===== src/common/code_phase_map.vh =====
`ifndef CODE_PHASE_MAP_VH
`define CODE_PHASE_MAP_VH

// ----------------------------------------------------------------
// Table span and field widths
// ----------------------------------------------------------------
`define PRN_W 8
`define PRN_PRIMARY_LAST 8'h3f
`define PRN_FIRST 8'h40
`define PRN_LAST 8'h63
`define CHIP_COUNT 4'hd
`define CHIP_CNT_W 4
`define STATE_W 13
`define ADV_W 13
`define ENTRY_W 52

// ----------------------------------------------------------------
// Entry layout: {advance I, advance Q, state I, state Q}
// ----------------------------------------------------------------
`define ADV_I_HI 51
`define ADV_I_LO 39
`define ADV_Q_HI 38
`define ADV_Q_LO 26
`define ST_I_HI 25
`define ST_I_LO 13
`define ST_Q_HI 12
`define ST_Q_LO 0

// ----------------------------------------------------------------
// Chip FIFO shape
// ----------------------------------------------------------------
`define FIFO_WIDTH 2
`define FIFO_DEPTH 16
`define FIFO_AW 4

`endif


===== src/verilog/chip_fifo.v =====
`timescale 1ns/1ps
`default_nettype none

module chip_fifo #(
   parameter WIDTH = 2,
   parameter DEPTH = 16,
   parameter AW = 4
) (
   input wire core_clk_in,
   input wire srst_in,
   input wire in_valid_in,
   output wire in_ready_out,
   input wire [WIDTH-1:0] in_data_in,
   output wire out_valid_out,
   input wire out_ready_in,
   output wire [WIDTH-1:0] out_data_out
);

   reg [WIDTH-1:0] mem_reg [0:DEPTH-1];
   reg [AW-1:0] wr_ptr_reg;
   reg [AW-1:0] rd_ptr_reg;
   reg [AW:0] count_reg;
   wire push;
   wire pop;

   // Full and empty come straight from the occupancy count
   assign in_ready_out = (count_reg != DEPTH[AW:0]);
   assign out_valid_out = (count_reg != {(AW+1){1'b0}});
   assign out_data_out = mem_reg[rd_ptr_reg];
   assign push = in_valid_in & in_ready_out;
   assign pop = out_valid_out & out_ready_in;

   always @(posedge core_clk_in) begin
      if (push) begin
         mem_reg[wr_ptr_reg] <= in_data_in;
      end
   end

   always @(posedge core_clk_in) begin
      if (srst_in) begin
         wr_ptr_reg <= {AW{1'b0}};
         rd_ptr_reg <= {AW{1'b0}};
         count_reg <= {(AW+1){1'b0}};
      end else begin
         if (push) begin
            wr_ptr_reg <= (wr_ptr_reg == DEPTH[AW-1:0] - 1'b1) ? {AW{1'b0}} :
                          wr_ptr_reg + 1'b1;
         end
         if (pop) begin
            rd_ptr_reg <= (rd_ptr_reg == DEPTH[AW-1:0] - 1'b1) ? {AW{1'b0}} :
                          rd_ptr_reg + 1'b1;
         end
         if (push && !pop) begin
            count_reg <= count_reg + 1'b1;
         end else if (pop && !push) begin
            count_reg <= count_reg - 1'b1;
         end
      end
   end

endmodule

`default_nettype wire


===== src/verilog/spreading_code_phase_table.v =====
// What this block does
// - Numbers 1 to 63 belong to the primary code set, so this table's numbering starts above 63.
// - Additional sequences each have their own number, with separate in-phase and quadrature entries.
// - Only entries held in the additional table are ever handed out; other numbers are refused.
// - Each advance is the step count of the second code register from all ones to the start phase.
// - Each initial state is the first 13 second-code chips, bit 0 (rightmost) sent first.
// - The first code register starts at all ones, so the first 13 output chips are the complement.
// - Numbers 64 to 99 each select their own in-phase and quadrature advance and initial state.
// - Number 64 uses advances 7789 and 5246 with states 1000100010001 and 1001101001111.
// - Number 99 uses advances 696 and 4438 with states 1100101001011 and 1000111101101.
`timescale 1ns/1ps
`default_nettype none
`include "code_phase_map.vh"

module spreading_code_phase_table #(
   parameter FIFO_DEPTH = `FIFO_DEPTH,
   parameter FIFO_AW = `FIFO_AW
) (
   input wire core_clk_in,
   input wire srst_in,
   input wire req_valid_in,
   output wire req_ready_out,
   input wire [`PRN_W-1:0] prn_sel_in,
   output reg lookup_done_out,
   output reg prn_refused_out,
   output reg [`ADV_W-1:0] in_phase_code_advance_out,
   output reg [`ADV_W-1:0] quadrature_code_advance_out,
   output reg [`STATE_W-1:0] in_phase_code_state_out,
   output reg [`STATE_W-1:0] quadrature_code_state_out,
   output wire chip_valid_out,
   input wire chip_ready_in,
   output wire in_phase_code_chip_out,
   output wire quadrature_code_chip_out
);

   // ----------------------------------------------------------------
   // Sequencer states
   // ----------------------------------------------------------------
   localparam ST_IDLE = 1'b0;
   localparam ST_EMIT = 1'b1;

   reg state_reg;
   reg [`CHIP_CNT_W-1:0] chip_cnt_reg;
   reg [`STATE_W-1:0] shift_i_reg;
   reg [`STATE_W-1:0] shift_q_reg;
   reg [`ENTRY_W-1:0] entry;
   reg entry_hit;
   wire fifo_in_ready;
   wire fifo_push;
   wire [1:0] fifo_out_data;

   // ----------------------------------------------------------------
   // Additional code phase table
   // ----------------------------------------------------------------
   // Primary numbers never reach this table; they map to a miss.
   always @* begin
      entry_hit = 1'b1;
      case (prn_sel_in)
         8'h40: entry = {13'd7789, 13'd5246, 13'b1000100010001, 13'b1001101001111};
         8'h41: entry = {13'd2311, 13'd4259, 13'b0001000101111, 13'b0001100100010};
         8'h42: entry = {13'd7432, 13'd5907, 13'b0001100111111, 13'b0000111111000};
         8'h43: entry = {13'd5155, 13'd3870, 13'b1010101100001, 13'b0011100100111};
         8'h44: entry = {13'd1593, 13'd3262, 13'b0101011111001, 13'b0000001010010};
         8'h45: entry = {13'd5841, 13'd7387, 13'b0101101100001, 13'b1100111111001};
         8'h46: entry = {13'd5014, 13'd3069, 13'b1000101111011, 13'b0111111110010};
         8'h47: entry = {13'd1545, 13'd2999, 13'b0111011001111, 13'b0101011111111};
         8'h48: entry = {13'd3016, 13'd7993, 13'b0001011011000, 13'b1100001111011};
         8'h49: entry = {13'd4875, 13'd7849, 13'b1110000111000, 13'b1110100110101};
         8'h4a: entry = {13'd2119, 13'd4157, 13'b0111010010001, 13'b1010010110101};
         8'h4b: entry = {13'd229, 13'd5031, 13'b0001101111000, 13'b0101111101111};
         8'h4c: entry = {13'd7634, 13'd5986, 13'b1111001010100, 13'b1010110110010};
         8'h4d: entry = {13'd1406, 13'd4833, 13'b1011101110100, 13'b1101110110001};
         8'h4e: entry = {13'd4506, 13'd5739, 13'b0000100110000, 13'b1010000100100};
         8'h4f: entry = {13'd1819, 13'd7846, 13'b1100010000111, 13'b0100110101010};
         8'h50: entry = {13'd7580, 13'd898, 13'b0001101111111, 13'b1000011100011};
         8'h51: entry = {13'd5446, 13'd2022, 13'b1100110101101, 13'b1100111011010};
         8'h52: entry = {13'd6053, 13'd7446, 13'b1101011001011, 13'b0010110001111};
         8'h53: entry = {13'd7958, 13'd6404, 13'b1100001101100, 13'b1101101110110};
         8'h54: entry = {13'd5267, 13'd155, 13'b1011110110001, 13'b1101111001001};
         8'h55: entry = {13'd2956, 13'd7862, 13'b0111010110101, 13'b1100100000000};
         8'h56: entry = {13'd3544, 13'd7795, 13'b1100101101101, 13'b1001101000100};
         8'h57: entry = {13'd1277, 13'd6121, 13'b1100111011111, 13'b1111011010001};
         8'h58: entry = {13'd2996, 13'd4840, 13'b1011111111011, 13'b0110101110111};
         8'h59: entry = {13'd1758, 13'd6585, 13'b1110100100111, 13'b0000100111111};
         8'h5a: entry = {13'd3360, 13'd429, 13'b1111110010100, 13'b1101101001110};
         8'h5b: entry = {13'd2718, 13'd6020, 13'b0101001111110, 13'b1100111001011};
         8'h5c: entry = {13'd3754, 13'd200, 13'b0010100100101, 13'b1010111000011};
         8'h5d: entry = {13'd7440, 13'd1664, 13'b0001111000011, 13'b1110110010110};
         8'h5e: entry = {13'd2781, 13'd1499, 13'b1100111000000, 13'b1110100011111};
         8'h5f: entry = {13'd6756, 13'd7298, 13'b1110010101000, 13'b0001101100011};
         8'h60: entry = {13'd7314, 13'd1305, 13'b0111000101001, 13'b0001011010110};
         8'h61: entry = {13'd208, 13'd7323, 13'b1111101010101, 13'b0000001000111};
         8'h62: entry = {13'd5252, 13'd7544, 13'b1010111001101, 13'b1010011000000};
         8'h63: entry = {13'd696, 13'd4438, 13'b1100101001011, 13'b1000111101101};
         default: begin
            // Primary range and higher numbers held on other sheets are refused
            entry = {`ENTRY_W{1'b0}};
            entry_hit = 1'b0;
         end
      endcase
   end

   // ----------------------------------------------------------------
   // Request handshake and chip sequencer
   // ----------------------------------------------------------------
   // A new lookup is held off until all 13 chips of the last one are queued,
   // so the chips of two lookups never interleave in the chip queue.
   assign req_ready_out = (state_reg == ST_IDLE);
   assign fifo_push = (state_reg == ST_EMIT);

   always @(posedge core_clk_in) begin
      if (srst_in) begin
         state_reg <= ST_IDLE;
         chip_cnt_reg <= {`CHIP_CNT_W{1'b0}};
         shift_i_reg <= {`STATE_W{1'b0}};
         shift_q_reg <= {`STATE_W{1'b0}};
         lookup_done_out <= 1'b0;
         prn_refused_out <= 1'b0;
         in_phase_code_advance_out <= {`ADV_W{1'b0}};
         quadrature_code_advance_out <= {`ADV_W{1'b0}};
         in_phase_code_state_out <= {`STATE_W{1'b0}};
         quadrature_code_state_out <= {`STATE_W{1'b0}};
      end else begin
         lookup_done_out <= 1'b0;
         prn_refused_out <= 1'b0;
         case (state_reg)
            ST_IDLE: begin
               if (req_valid_in) begin
                  if (entry_hit) begin
                     // Advance and preload state are published as a pair
                     in_phase_code_advance_out <= entry[`ADV_I_HI:`ADV_I_LO];
                     quadrature_code_advance_out <= entry[`ADV_Q_HI:`ADV_Q_LO];
                     in_phase_code_state_out <= entry[`ST_I_HI:`ST_I_LO];
                     quadrature_code_state_out <= entry[`ST_Q_HI:`ST_Q_LO];
                     shift_i_reg <= entry[`ST_I_HI:`ST_I_LO];
                     shift_q_reg <= entry[`ST_Q_HI:`ST_Q_LO];
                     chip_cnt_reg <= {`CHIP_CNT_W{1'b0}};
                     lookup_done_out <= 1'b1;
                     state_reg <= ST_EMIT;
                  end else begin
                     prn_refused_out <= 1'b1;
                  end
               end
            end
            ST_EMIT: begin
               // Stalls here while the chip FIFO is full
               if (fifo_in_ready) begin
                  shift_i_reg <= {1'b0, shift_i_reg[`STATE_W-1:1]};
                  shift_q_reg <= {1'b0, shift_q_reg[`STATE_W-1:1]};
                  if (chip_cnt_reg == `CHIP_COUNT - 4'h1) begin
                     state_reg <= ST_IDLE;
                  end else begin
                     chip_cnt_reg <= chip_cnt_reg + 4'h1;
                  end
               end
            end
            default: begin
               state_reg <= ST_IDLE;
            end
         endcase
      end
   end

   // ----------------------------------------------------------------
   // Output chip queue
   // ----------------------------------------------------------------
   // First code register at all ones inverts every leading chip
   chip_fifo #(
      .WIDTH(`FIFO_WIDTH),
      .DEPTH(FIFO_DEPTH),
      .AW(FIFO_AW)
   ) chip_queue (
      .core_clk_in(core_clk_in),
      .srst_in(srst_in),
      .in_valid_in(fifo_push),
      .in_ready_out(fifo_in_ready),
      .in_data_in({~shift_i_reg[0], ~shift_q_reg[0]}),
      .out_valid_out(chip_valid_out),
      .out_ready_in(chip_ready_in),
      .out_data_out(fifo_out_data)
   );

   assign in_phase_code_chip_out = fifo_out_data[1];
   assign quadrature_code_chip_out = fifo_out_data[0];

endmodule

`default_nettype wire


===== config.mk =====
export PLATFORM = sky130hd
export DESIGN_NAME = spreading_code_phase_table
export DESIGN_NICKNAME = d
export VERILOG_FILES = /design/src/verilog/chip_fifo.v /design/src/verilog/spreading_code_phase_table.v
export VERILOG_INCLUDE_DIRS = /design/src /design/src/common
export SDC_FILE = /design/constraint.sdc
export NUM_CORES = 1
export LEC_CHECK = 0
export BUFFER_PORTS_ARGS = -buffer_cell sky130_fd_sc_hd__buf_4
export CORE_UTILIZATION = 50
export DETAILED_ROUTE_END_ITERATION = 16
export PLACE_DENSITY = 0.69
export SLEW_MARGIN = 20
export SYNTH_ARGS = -nofsm -noshare
export SYNTH_HDL_FRONTEND = slang
export SYNTH_SLANG_ARGS = --single-unit

===== constraint.sdc =====
create_clock -name core_clk_in -period 8.8 [get_ports core_clk_in]
set_clock_uncertainty 0.15 [all_clocks]
set_input_delay 1.32 -clock core_clk_in [delete_from_list [all_inputs] [get_ports core_clk_in]]
set_output_delay 1.32 -clock core_clk_in [all_outputs]
set_load 0.02 [all_outputs]

==> Word level (Yosys, flattened, before mapping) <==
Memories as Yosys holds them, arrays and structs flattened. A register that Yosys moved wholly into a read port is not among the register bits.
Index checks and enable logic that the tools add are counted.
{ "word_totals": {"memories": 1, "ram_bits": 32, "out_inout_bits": 58, "word_cells": 110, "register_bits": 98} }
{ "mem_list": {"columns": ["memory", "words", "width", "read_ports", "rd_clocked_by_memory_dff", "write_ports", "line", "source"], "rows": [
  ["chip_queue.mem_reg", 16, 2, 1, 1, 1, "chip_fifo.v:19", "reg [WIDTH-1:0] mem_reg [0:DEPTH-1];"]
]} }
{ "op_classes": {"n_bitwise": 6, "n_eq_ne": 44, "muxes": 29, "reduce_logical": 12, "n_addsub": 5} }
{ "op_table": {"columns": ["op", "n"], "rows": [
  ["one-hot mux 52 bit (36 select lines)", 1],
  ["equality test 8 x 7 -> 1 bit (second input constant)", 36],
  ["two-way mux 13 bit", 6],
  ["one-hot mux 13 bit (2 select lines)", 2],
  ["OR reduction 36 bit", 1],
  ["two-way mux 4 bit", 8],
  ["adder 4 x 1 -> 4 bit (second input constant)", 3],
  ["equality test 4 bit (second input constant)", 3],
  ["two-way mux 5 bit", 2],
  ["two-way mux 1 bit", 8],
  ["one-hot mux 4 bit (2 select lines)", 1],
  ["AND reduction 3 bit", 2],
  ["adder 5 x 1 -> 5 bit (second input constant)", 1],
  ["inequality test 5 bit (second input constant)", 1],
  ["nonzero test 5 bit", 1],
  ["subtractor 5 x 1 -> 5 bit (second input constant)", 1],
  ["inequality test 2 x 1 -> 1 bit (second input constant)", 2],
  ["inequality test 2 bit (second input constant)", 2],
  ["inverter 1 bit", 4],
  ["AND reduction 4 bit", 1],
  ["OR reduction 3 bit", 1],
  ["AND 1 bit", 2],
  ["logical AND 1 bit", 2],
  ["zero test 1 bit", 2],
  ["other kinds (3)", 3]
]} }

==> Longest topological paths before layout <==
Gate-level depths: netlist of the first run.
{ "depth": {"ltp_word": 6, "ltp_mapped": 13, "ltp_nobuf": 12} }

==> Cells and area by module <==
From an unflattened synthesis of the first run, not the netlist that was laid out.
{ "hier_totals": {"cells_unflattened": 1019, "hier_area_um2": 8277.9} }
{ "modules_own_cells": {"columns": ["module", "seq_area_each_um2", "cells_each", "area_per_inst_um2", "instances"], "rows": [
  ["spreading_code_phase_table", 1701.6, 859, 6102.1, 1],
  ["chip_fifo", 1301.2, 160, 2175.8, 1]
]} }

==> Worst setup path after synthesis of the first run <==
OpenSTA, ideal clock, no wires.
{ "synth_path": {"path_type": "register to output", "from": "reg with a tool-made name", "to": "out in_phase_code_chip_out", "path_buffers": 1, "arrival_ns": 1.807, "setup_slack_ns": 5.523, "required_time_ns": 7.330, "stages_incl_launch_ff": 4, "path_cell_list": "dfxtp_1 > clkbuf_1 > mux4_2 > mux4_2"} }
{ "synth_rtl": {"columns": ["element", "line", "source"], "rows": [
  ["to (decl)", "spreading_code_phase_table.v:32", "output wire in_phase_code_chip_out,"]
]} }

==> Worst setup path after layout of the first run <==
{ "layout_path": {"from": "in prn_sel_in[2]", "to": "reg shift_i_reg[9]"} }
{ "layout_via": {"elab_chain_len": 5, "elab_cells_between_ends": 44} }
{ "layout_lines": {"columns": ["element", "line", "source"], "rows": [
  ["from (decl)", "spreading_code_phase_table.v:23", "input wire [`PRN_W-1:0] prn_sel_in,"],
  ["equality test 8 x 7 -> 1 bit", "spreading_code_phase_table.v:58", "case (prn_sel_in)"],
  ["one-hot mux 52 bit (36 select lines) / OR reduction 36 bit (equally long branches)", null, null],
  ["two-way mux 13 bit / two-way mux 1 bit (equally long branches)", "spreading_code_phase_table.v:129, spreading_code_phase_table.v:58", null],
  ["two-way mux 13 bit / inequality test 2 x 1 -> 1 bit (equally long branches)", null, null],
  ["one-hot mux 13 bit (2 select lines) / AND reduction 3 bit (equally long branches)", null, null],
  ["to (signal assigned)", "spreading_code_phase_table.v:115", "shift_i_reg <= {`STATE_W{1'b0}};"],
  ["to (signal assigned)", "spreading_code_phase_table.v:135", "shift_i_reg <= entry[`ST_I_HI:`ST_I_LO];"],
  ["to (signal assigned)", "spreading_code_phase_table.v:148", "shift_i_reg <= {1'b0, shift_i_reg[`STATE_W-1:1]};"],
  ["to (decl)", "spreading_code_phase_table.v:44", "reg [`STATE_W-1:0] shift_i_reg;"]
]} }
Several ways; a longest one is shown, not always the timed one. The select of a mux whose other input is x is not followed.
A chain may end at the register's enable or synchronous reset.

==> results.ini, run 1 <==
[clock_network]
cts_hold_buf=0
cts_setup_buffers=0
cts_resized=0
clock_sinks=134
cts_htree_levels=4
clockRootBuffer=clkbuf_16
clock_latency_ps=430
path_clk_slew_ps=60
cts_buffer_depth=2
cts_buffers=17
cts_tree=built

[detailed_routing]
drc=0
wl_per_cell_um=24.7
num_vias=9112
ant_nets=0
first_pass_iters=6
wl_um=32300
routed_via_density=6.97
drt_iter0_drc=1820

[power_and_ir_drop]
power_density_mw_per_mm2=188
power_w=0.00180
leakage_nw=3.30
peakVddDrop_mv=0.158

[setup_path]
cp.buffers_inverters=2
required_ps=8950
crit_chain=buf_4 > buf_4 > or2_1 > nor2_1 > a221oi_1 > o22ai_1 > a211oi_1 > nor3_1
reg2reg_to=chip_queue.count_reg[4]
crit_top_cell=buf_4
reg2reg_from=fifo_push
start_kind=primary input
r2r_slack_ps=5300
end_kind=register
cp_max_fo=84
criticalPathCategory=in -> reg
crit_slowest_cell=buf_4
cp.arrival_ps=4190
critPathTopFamily=compound AO/OA/AOI/OAI gates
worstRegToRegCells=12
slowest_delay_ps=690

[layout]
fillCellCount=1559
fin_nets=1098
final_layout_size_suffix_gt1_share_pct=13.5
area.growth.synth_to_final_pct=11.6
design_area_mm2=0.00954
final_common_cell=nor2_1
multi_input_area_mm2=0.00497
largest_register_ffs=32
regArea_mm2=0.00300
final_cell_mix=151 x nor2_1, 102 x dfxtp_1, 94 x a21oi_1

[sta]
fmax_mhz=247
max_slew_margin_pct=23.1
hold_slack_ps=317
setup_viol=0
setup_tns_ps=0
worstMarginPinSlew_ps=1150
fin_crit_sh_pct=46.0
rsz0062_at_grt=false
slew_violations=0
hold_violations=0
post-route-min-period_ps=4050

[yosys]
yosys_warnings=0
synth_ff_type=dfxtp_1
ys_async_sr_fraction_pct=0
ys_seq_area_share_pct=35.1
synth-edff-count=32
synth.distinct_cells=82
syn_area_mm2=0.00854
synth-seq-cells=134
yosys.area.top_type=dfxtp_1
synth_area_leaders=dfxtp_1 24%, edfxtp_1 11%, nor2_1 6.6%, a21oi_1 5.5%, o21ai_0 4.7%
synthCells=1092
syn_avg_cell_area_um2=7.82
syn_nets=1116
yosysTopAreaCellShare_pct=23.9

[job]
max_cap_violations=0

[hold_path]
hold_depth=2
min_to=shift_q_reg[12]
hp-class=reg -> reg
hp-start=shift_q_reg[12]

[global_route]
antenna_found_initial=0
grt_start_max_net_pins=85
grt_pass1_vias=8240
overflow=0
grt_usage_pct=36.6
grt_pass1_wl_um=49200

[floorplan]
dieHeight_um=133
num_rows=47
io_pins=70
die_width_um=133
core-area_mm2=0.0166
start_util_pct=51.3
die_area_mm2=0.0176

[placed_design]
portBuffers=69
dpl-instance-area_mm2=0.00895
dp_hpwl_um=21300
place.gp.congestion=1.02

[outcome]
outcome=completed

worst max-delay path by stage:
stage,startpoint,depth (start not counted),endpoint
floorplan,register,3,in_phase_code_chip_out
global placement,prn_sel_in[3],7,shift_q_reg[4]
detailed placement,prn_sel_in[2],8,shift_q_reg[4]
CTS,register,3,quadrature_code_chip_out
global route,prn_sel_in[2],8,shift_q_reg[4]
finish,prn_sel_in[2],8,shift_i_reg[9]
cell usage after synthesis (all sizes together), types with 6 or more instances:
cell	instances
a211oi	28
a21oi	94
a221oi	16
a22oi	12
a311oi	12
a31oi	20
a32oi	6
buf	63
clkbuf	60
dfxtp	102
edfxtp	32
ha	11
inv	16
mux4	10
nand2	74
nand2b	19
nand3	26
nand4	6
nor2	152
nor2b	16
nor3	54
nor4	7
o211ai	16
o21ai	83
o221ai	10
o22ai	22
o31ai	13
or3	7
xnor2	10
xor2	6
power breakdown:
group	switching (W)	internal, W	leakage (nW)
combinational	0.000253	0.000148	1.91
clock	0.000298	0.000404	0.282
sequential	0.0000323	0.000662	1.11
total	0.000584	0.00121	3.30
metrics by stage:
stage          worst slack, ps  instances  util, %
6_report                  4750       1308     57.3
5_1_grt                   4660       1307     57.3
4_1_cts                   4950       1307     57.3
3_5_place_dp              4510       1275     53.8
3_3_place_gp              4570       1275     53.8
2_1_floorplan             5520       1092        -
logic make-up after synthesis:
group / after synthesis / synth area share, %
multiplexers: 13 / 2.99
adder cells (fa/ha/maj): 12 / 1.85
AO/OA/AOI/OAI: 383 / 29.4
buffers and inverters: 140 / 7.03
XOR/XNOR: 16 / 1.64
flip-flops: 134 / 35.1
AND/OR/NAND/NOR: 394 / 21.9
tightest hold or removal path, cell delays in order (launching register included):
cell and delay, ps:
dfxtp_1 320, nand2_1 50, o21ai_0 60
cell type report:
cell class | instances | area share [%]
multi-input cells | 818 | 52.1
well taps | 220 | 2.89
flip-flops and latches | 134 | 31.5
inverters | 17 | 0.669
repair buffers | 86 | 6.77
diodes | 1 | 0.0262
clock inverters | 14 | 1.46
clock buffers | 18 | 4.60
per-layer routing:
layer,global-route usage (%),vias to the layer above,share of wire [%]
li1,-,4040,-
met1,48.2,4272,39
met2,54.1,656,44
met3,9.62,144,11
met4,21.3,0,5.9
met5,0,-,0
No activity file was read; power rests on OpenSTA's default activity.
==> inputs of run 2 (changes only) <==
--- a/config.mk
+++ b/config.mk
@@ -6,10 +6,11 @@
 export SDC_FILE = /design/constraint.sdc
 export NUM_CORES = 1
 export LEC_CHECK = 0
+export ABC_AREA = 1
 export BUFFER_PORTS_ARGS = -buffer_cell sky130_fd_sc_hd__buf_4
 export CORE_UTILIZATION = 50
 export DETAILED_ROUTE_END_ITERATION = 16
-export PLACE_DENSITY = 0.69
+export PLACE_DENSITY = 0.71
 export SLEW_MARGIN = 20
 export SYNTH_ARGS = -nofsm -noshare
 export SYNTH_HDL_FRONTEND = slang
==> constraint.sdc (replaced) <==
create_clock -name core_clk_in -period 3.71 [get_ports core_clk_in]
set_clock_uncertainty 0.15 [all_clocks]
set_input_delay 0.5565 -clock core_clk_in [delete_from_list [all_inputs] [get_ports core_clk_in]]
set_output_delay 0.5565 -clock core_clk_in [all_outputs]
set_load 0.02 [all_outputs]
==> results.ini, run 2 <==
[setup_path]
criticalPathCategory=reg -> reg
cp_max_fo=9  ; -89%
crit_slowest_cell=nor4_1
critPathTopFamily=simple AND/OR/NAND/NOR gates
start_kind=register
crit_top_cell=nand2_1
required_ps=3870  ; -5080 ps
cp.arrival_ps=3310  ; -880 ps
crit_chain=nor4_1 > nand2_1 > nand2_1 > clkinv_1 > ha_1 > inv_1 > ha_1 > a21o_1 > a21oi_1 > nor2_1 > nor2_1 > nand2_1 > o21ai_0 > a21oi_1
cp.buffers_inverters=2  ; unchanged
slowest_delay_ps=440  ; -250 ps
end_kind=register

[detailed_routing]
num_vias=8924  ; -2.1%
dr_wl_met3_um=3230  ; -11%
wl_um=32800  ; +1.8%
top_layer_used=met4
wl_per_cell_um=21.9  ; -11%
first_pass_iters=6  ; unchanged
ant_nets=0  ; unchanged
wl_met2_um=14200  ; +0.32%
drc=0  ; unchanged
routed_via_density=5.95  ; -15%
drt_iter0_drc=1117  ; -39%
drt-met1-wl_um=13300  ; +6.1%

[sta]
setup_tns_ps=0  ; unchanged
rsz0062_at_grt=false
setup_viol=0  ; unchanged
fmax_mhz=318
max_slew_margin_pct=37.6  ; +15 points
hold_violations=0  ; unchanged
fin_crit_sh_pct=84.9
slew_violations=0  ; unchanged
worstMarginPinSlew_ps=935  ; -214 ps
post-route-min-period_ps=3150

[clock_network]
cts_resized=0  ; unchanged
path_clk_slew_ps=60  ; about the same
cts_buffers=17  ; unchanged
clockRootBuffer=clkbuf_16
clock_latency_ps=420  ; about the same
cts_setup_buffers=0  ; unchanged
clock_sinks=134  ; unchanged
cts_tree=built
cts_htree_levels=4  ; unchanged
cts_buffer_depth=2  ; unchanged
cts_hold_buf=0  ; unchanged

[layout]
largest_register_ffs=32  ; unchanged
final_layout_size_suffix_gt1_share_pct=10.8  ; -2.7 points
fin_nets=1299  ; +18%
design_area_mm2=0.00915  ; -4.1%
area.growth.synth_to_final_pct=15.7
final_common_cell=nand2_1
final_cell_mix=337 x nand2_1, 268 x nor2_1, 102 x dfxtp_1

[power_and_ir_drop]
peakVddDrop_mv=0.320  ; +100%
power_density_mw_per_mm2=442  ; +130%
leakage_nw=4.73  ; +43%

[global_route]
overflow=0  ; unchanged
grt_usage_pct=40.9  ; +4.2 points
grt_pass1_wl_um=49000  ; -0.45%
grt_start_max_net_pins=65  ; -24%
antenna_found_initial=1  ; +1
grt_pass1_vias=8479  ; +2.9%

[yosys]
synthTopCellsByCount=337 x nand2_1, 268 x nor2_1, 102 x dfxtp_1
synth_ff_type=dfxtp_1
synth_mux_area_share_pct=1.01  ; -2.0 points
synth-edff-count=32  ; unchanged
yosys.area.top_type=dfxtp_1
yosys.area_share.adder_pct=1.99  ; +0.15 points
synth-seq-cells=134  ; unchanged
yosys.area_share.simple_pct=39.1  ; +17 points
synth_area_leaders=dfxtp_1 26%, nand2_1 16%, nor2_1 13%, edfxtp_1 12%, a21oi_1 3.9%
synthCells=1212  ; +11%
synth_top_family_by_area=simple AND/OR/NAND/NOR gates
synth.distinct_cells=36  ; -56%
syn_area_mm2=0.00791  ; -7.4%
synth.most_common_cell=nand2_1
ys_seq_area_share_pct=38.0  ; +2.8 points
yosys_warnings=0  ; unchanged
syn_nets=1236  ; +11%
synth_compound_area_share_pct=12.4  ; -17 points
yosysTopAreaCellShare_pct=25.8  ; +1.9 points
ys_async_sr_fraction_pct=0  ; unchanged
synthXorXnorAreaFrac_pct=0.443  ; -1.2 points
syn_avg_cell_area_um2=6.53  ; -17%

[floorplan]
die_width_um=128  ; -3.7%
dieHeight_um=128  ; -3.7%
core-area_mm2=0.0153  ; -8.0%
die_area_mm2=0.0163  ; -7.3%
io_pins=70  ; unchanged
num_rows=45  ; -4.3%
start_util_pct=51.6  ; +0.30 points

[outcome]
outcome=completed

[hold_path]
hp-class=in -> reg

[placed_design]
dpl-instance-area_mm2=0.00862  ; -3.7%
place.gp.congestion=1.11  ; +8.4%
portBuffers=69  ; unchanged
dp_hpwl_um=24400  ; +15%

[job]
max_cap_violations=0  ; unchanged

[run 2: changes by cell type after synthesis, sizes merged, moves of 27 or more]
| cell | previous run | this run |
|---|---|---|
| a211oi | 28 | 1 |
| clkbuf | 60 | 28 |
| nand3 | 26 | 61 |
| buf | 63 | 22 |
| a21oi | 94 | 61 |
| nor2 | 152 | 273 |
| nand2 | 74 | 345 |
| inv | 16 | 78 |
[run 2: through the flow]
step	power [W]	cells	setup slack, ps	hold WS (ps)	util [%]
floorplan	0.00224	1212	913	310	-
global placement	0.00244	1467	565	305	56.3
detailed placement	0.00248	1467	451	309	56.3
CTS	0.00402	1499	559	246	59.7
global route	0.00420	1499	214	276	59.7
finish	0.00404	1500	561	259	59.8
[run 2: final timing paths]
| check | from | end | slack (ps) | cells past startpoint |
|---|---|---|---|---|
| worst max-delay path | chip_queue.count_reg[1] | chip_queue.count_reg[4] | 560 | 14 |
| worst min-delay path | req_valid_in | fifo_push | 260 | 3 |
| worst max register to register | chip_queue.count_reg[1] | chip_queue.count_reg[4] | 560 | 14 |
| worst min register to register | in_phase_code_state_out[0] | in_phase_code_state_out[0] | 320 | 2 |
[run 2: routing by layer]
metal  up-vias  GRT usage [%]
met1      4081           51.9
met3       145           8.93
met2       608           63.7
met5         -              0
li1       4090              -
met4         0           24.6
[run 2: final cells by class]
| type | count | area, um2 |
|---|---|---|
| timing repair buffer | 94 | 706 |
| inverter | 81 | 304 |
| antenna | 1 | 2.50 |
| multi-input combinational | 947 | 4340 |
| sequential | 134 | 3000 |
| clock inverter | 13 | 97.6 |
| clock buffer | 19 | 433 |
| fill | 1418 | 6160 |
| tap | 211 | 264 |
[run 2: report_power, final]
group | switching [W] | leakage (nW) | internal, W | total [W]
clock | 0.000693 | 0.256 | 0.000863 | 0.00156
sequential | 0.000104 | 1.11 | 0.00159 | 0.00169
combinational | 0.000503 | 3.37 | 0.000295 | 0.000798
total | 0.00130 | 4.73 | 0.00274 | 0.00404
[run 2: cells by family (layout without fill, tap and decap cells)]
logic type / Yosys count / in the layout
muxes: 8 / 8
buffers and inverters: 131 / 207
adders and majority gates: 12 / 12
and+or+nand+nor: 750 / 750
other: 0 / 1
DFF: 134 / 134
xor gates and xnor gates: 4 / 4
AOI/OAI and AO/OA: 173 / 173
[run 2: tightest hold or removal path, delay by kind of cell]
| kind | cells | cell delay, ps |
|---|---|---|
| buf+inv | 1 | 100 |
| simple gates | 1 | 80 |
| compound gates | 1 | 60 |
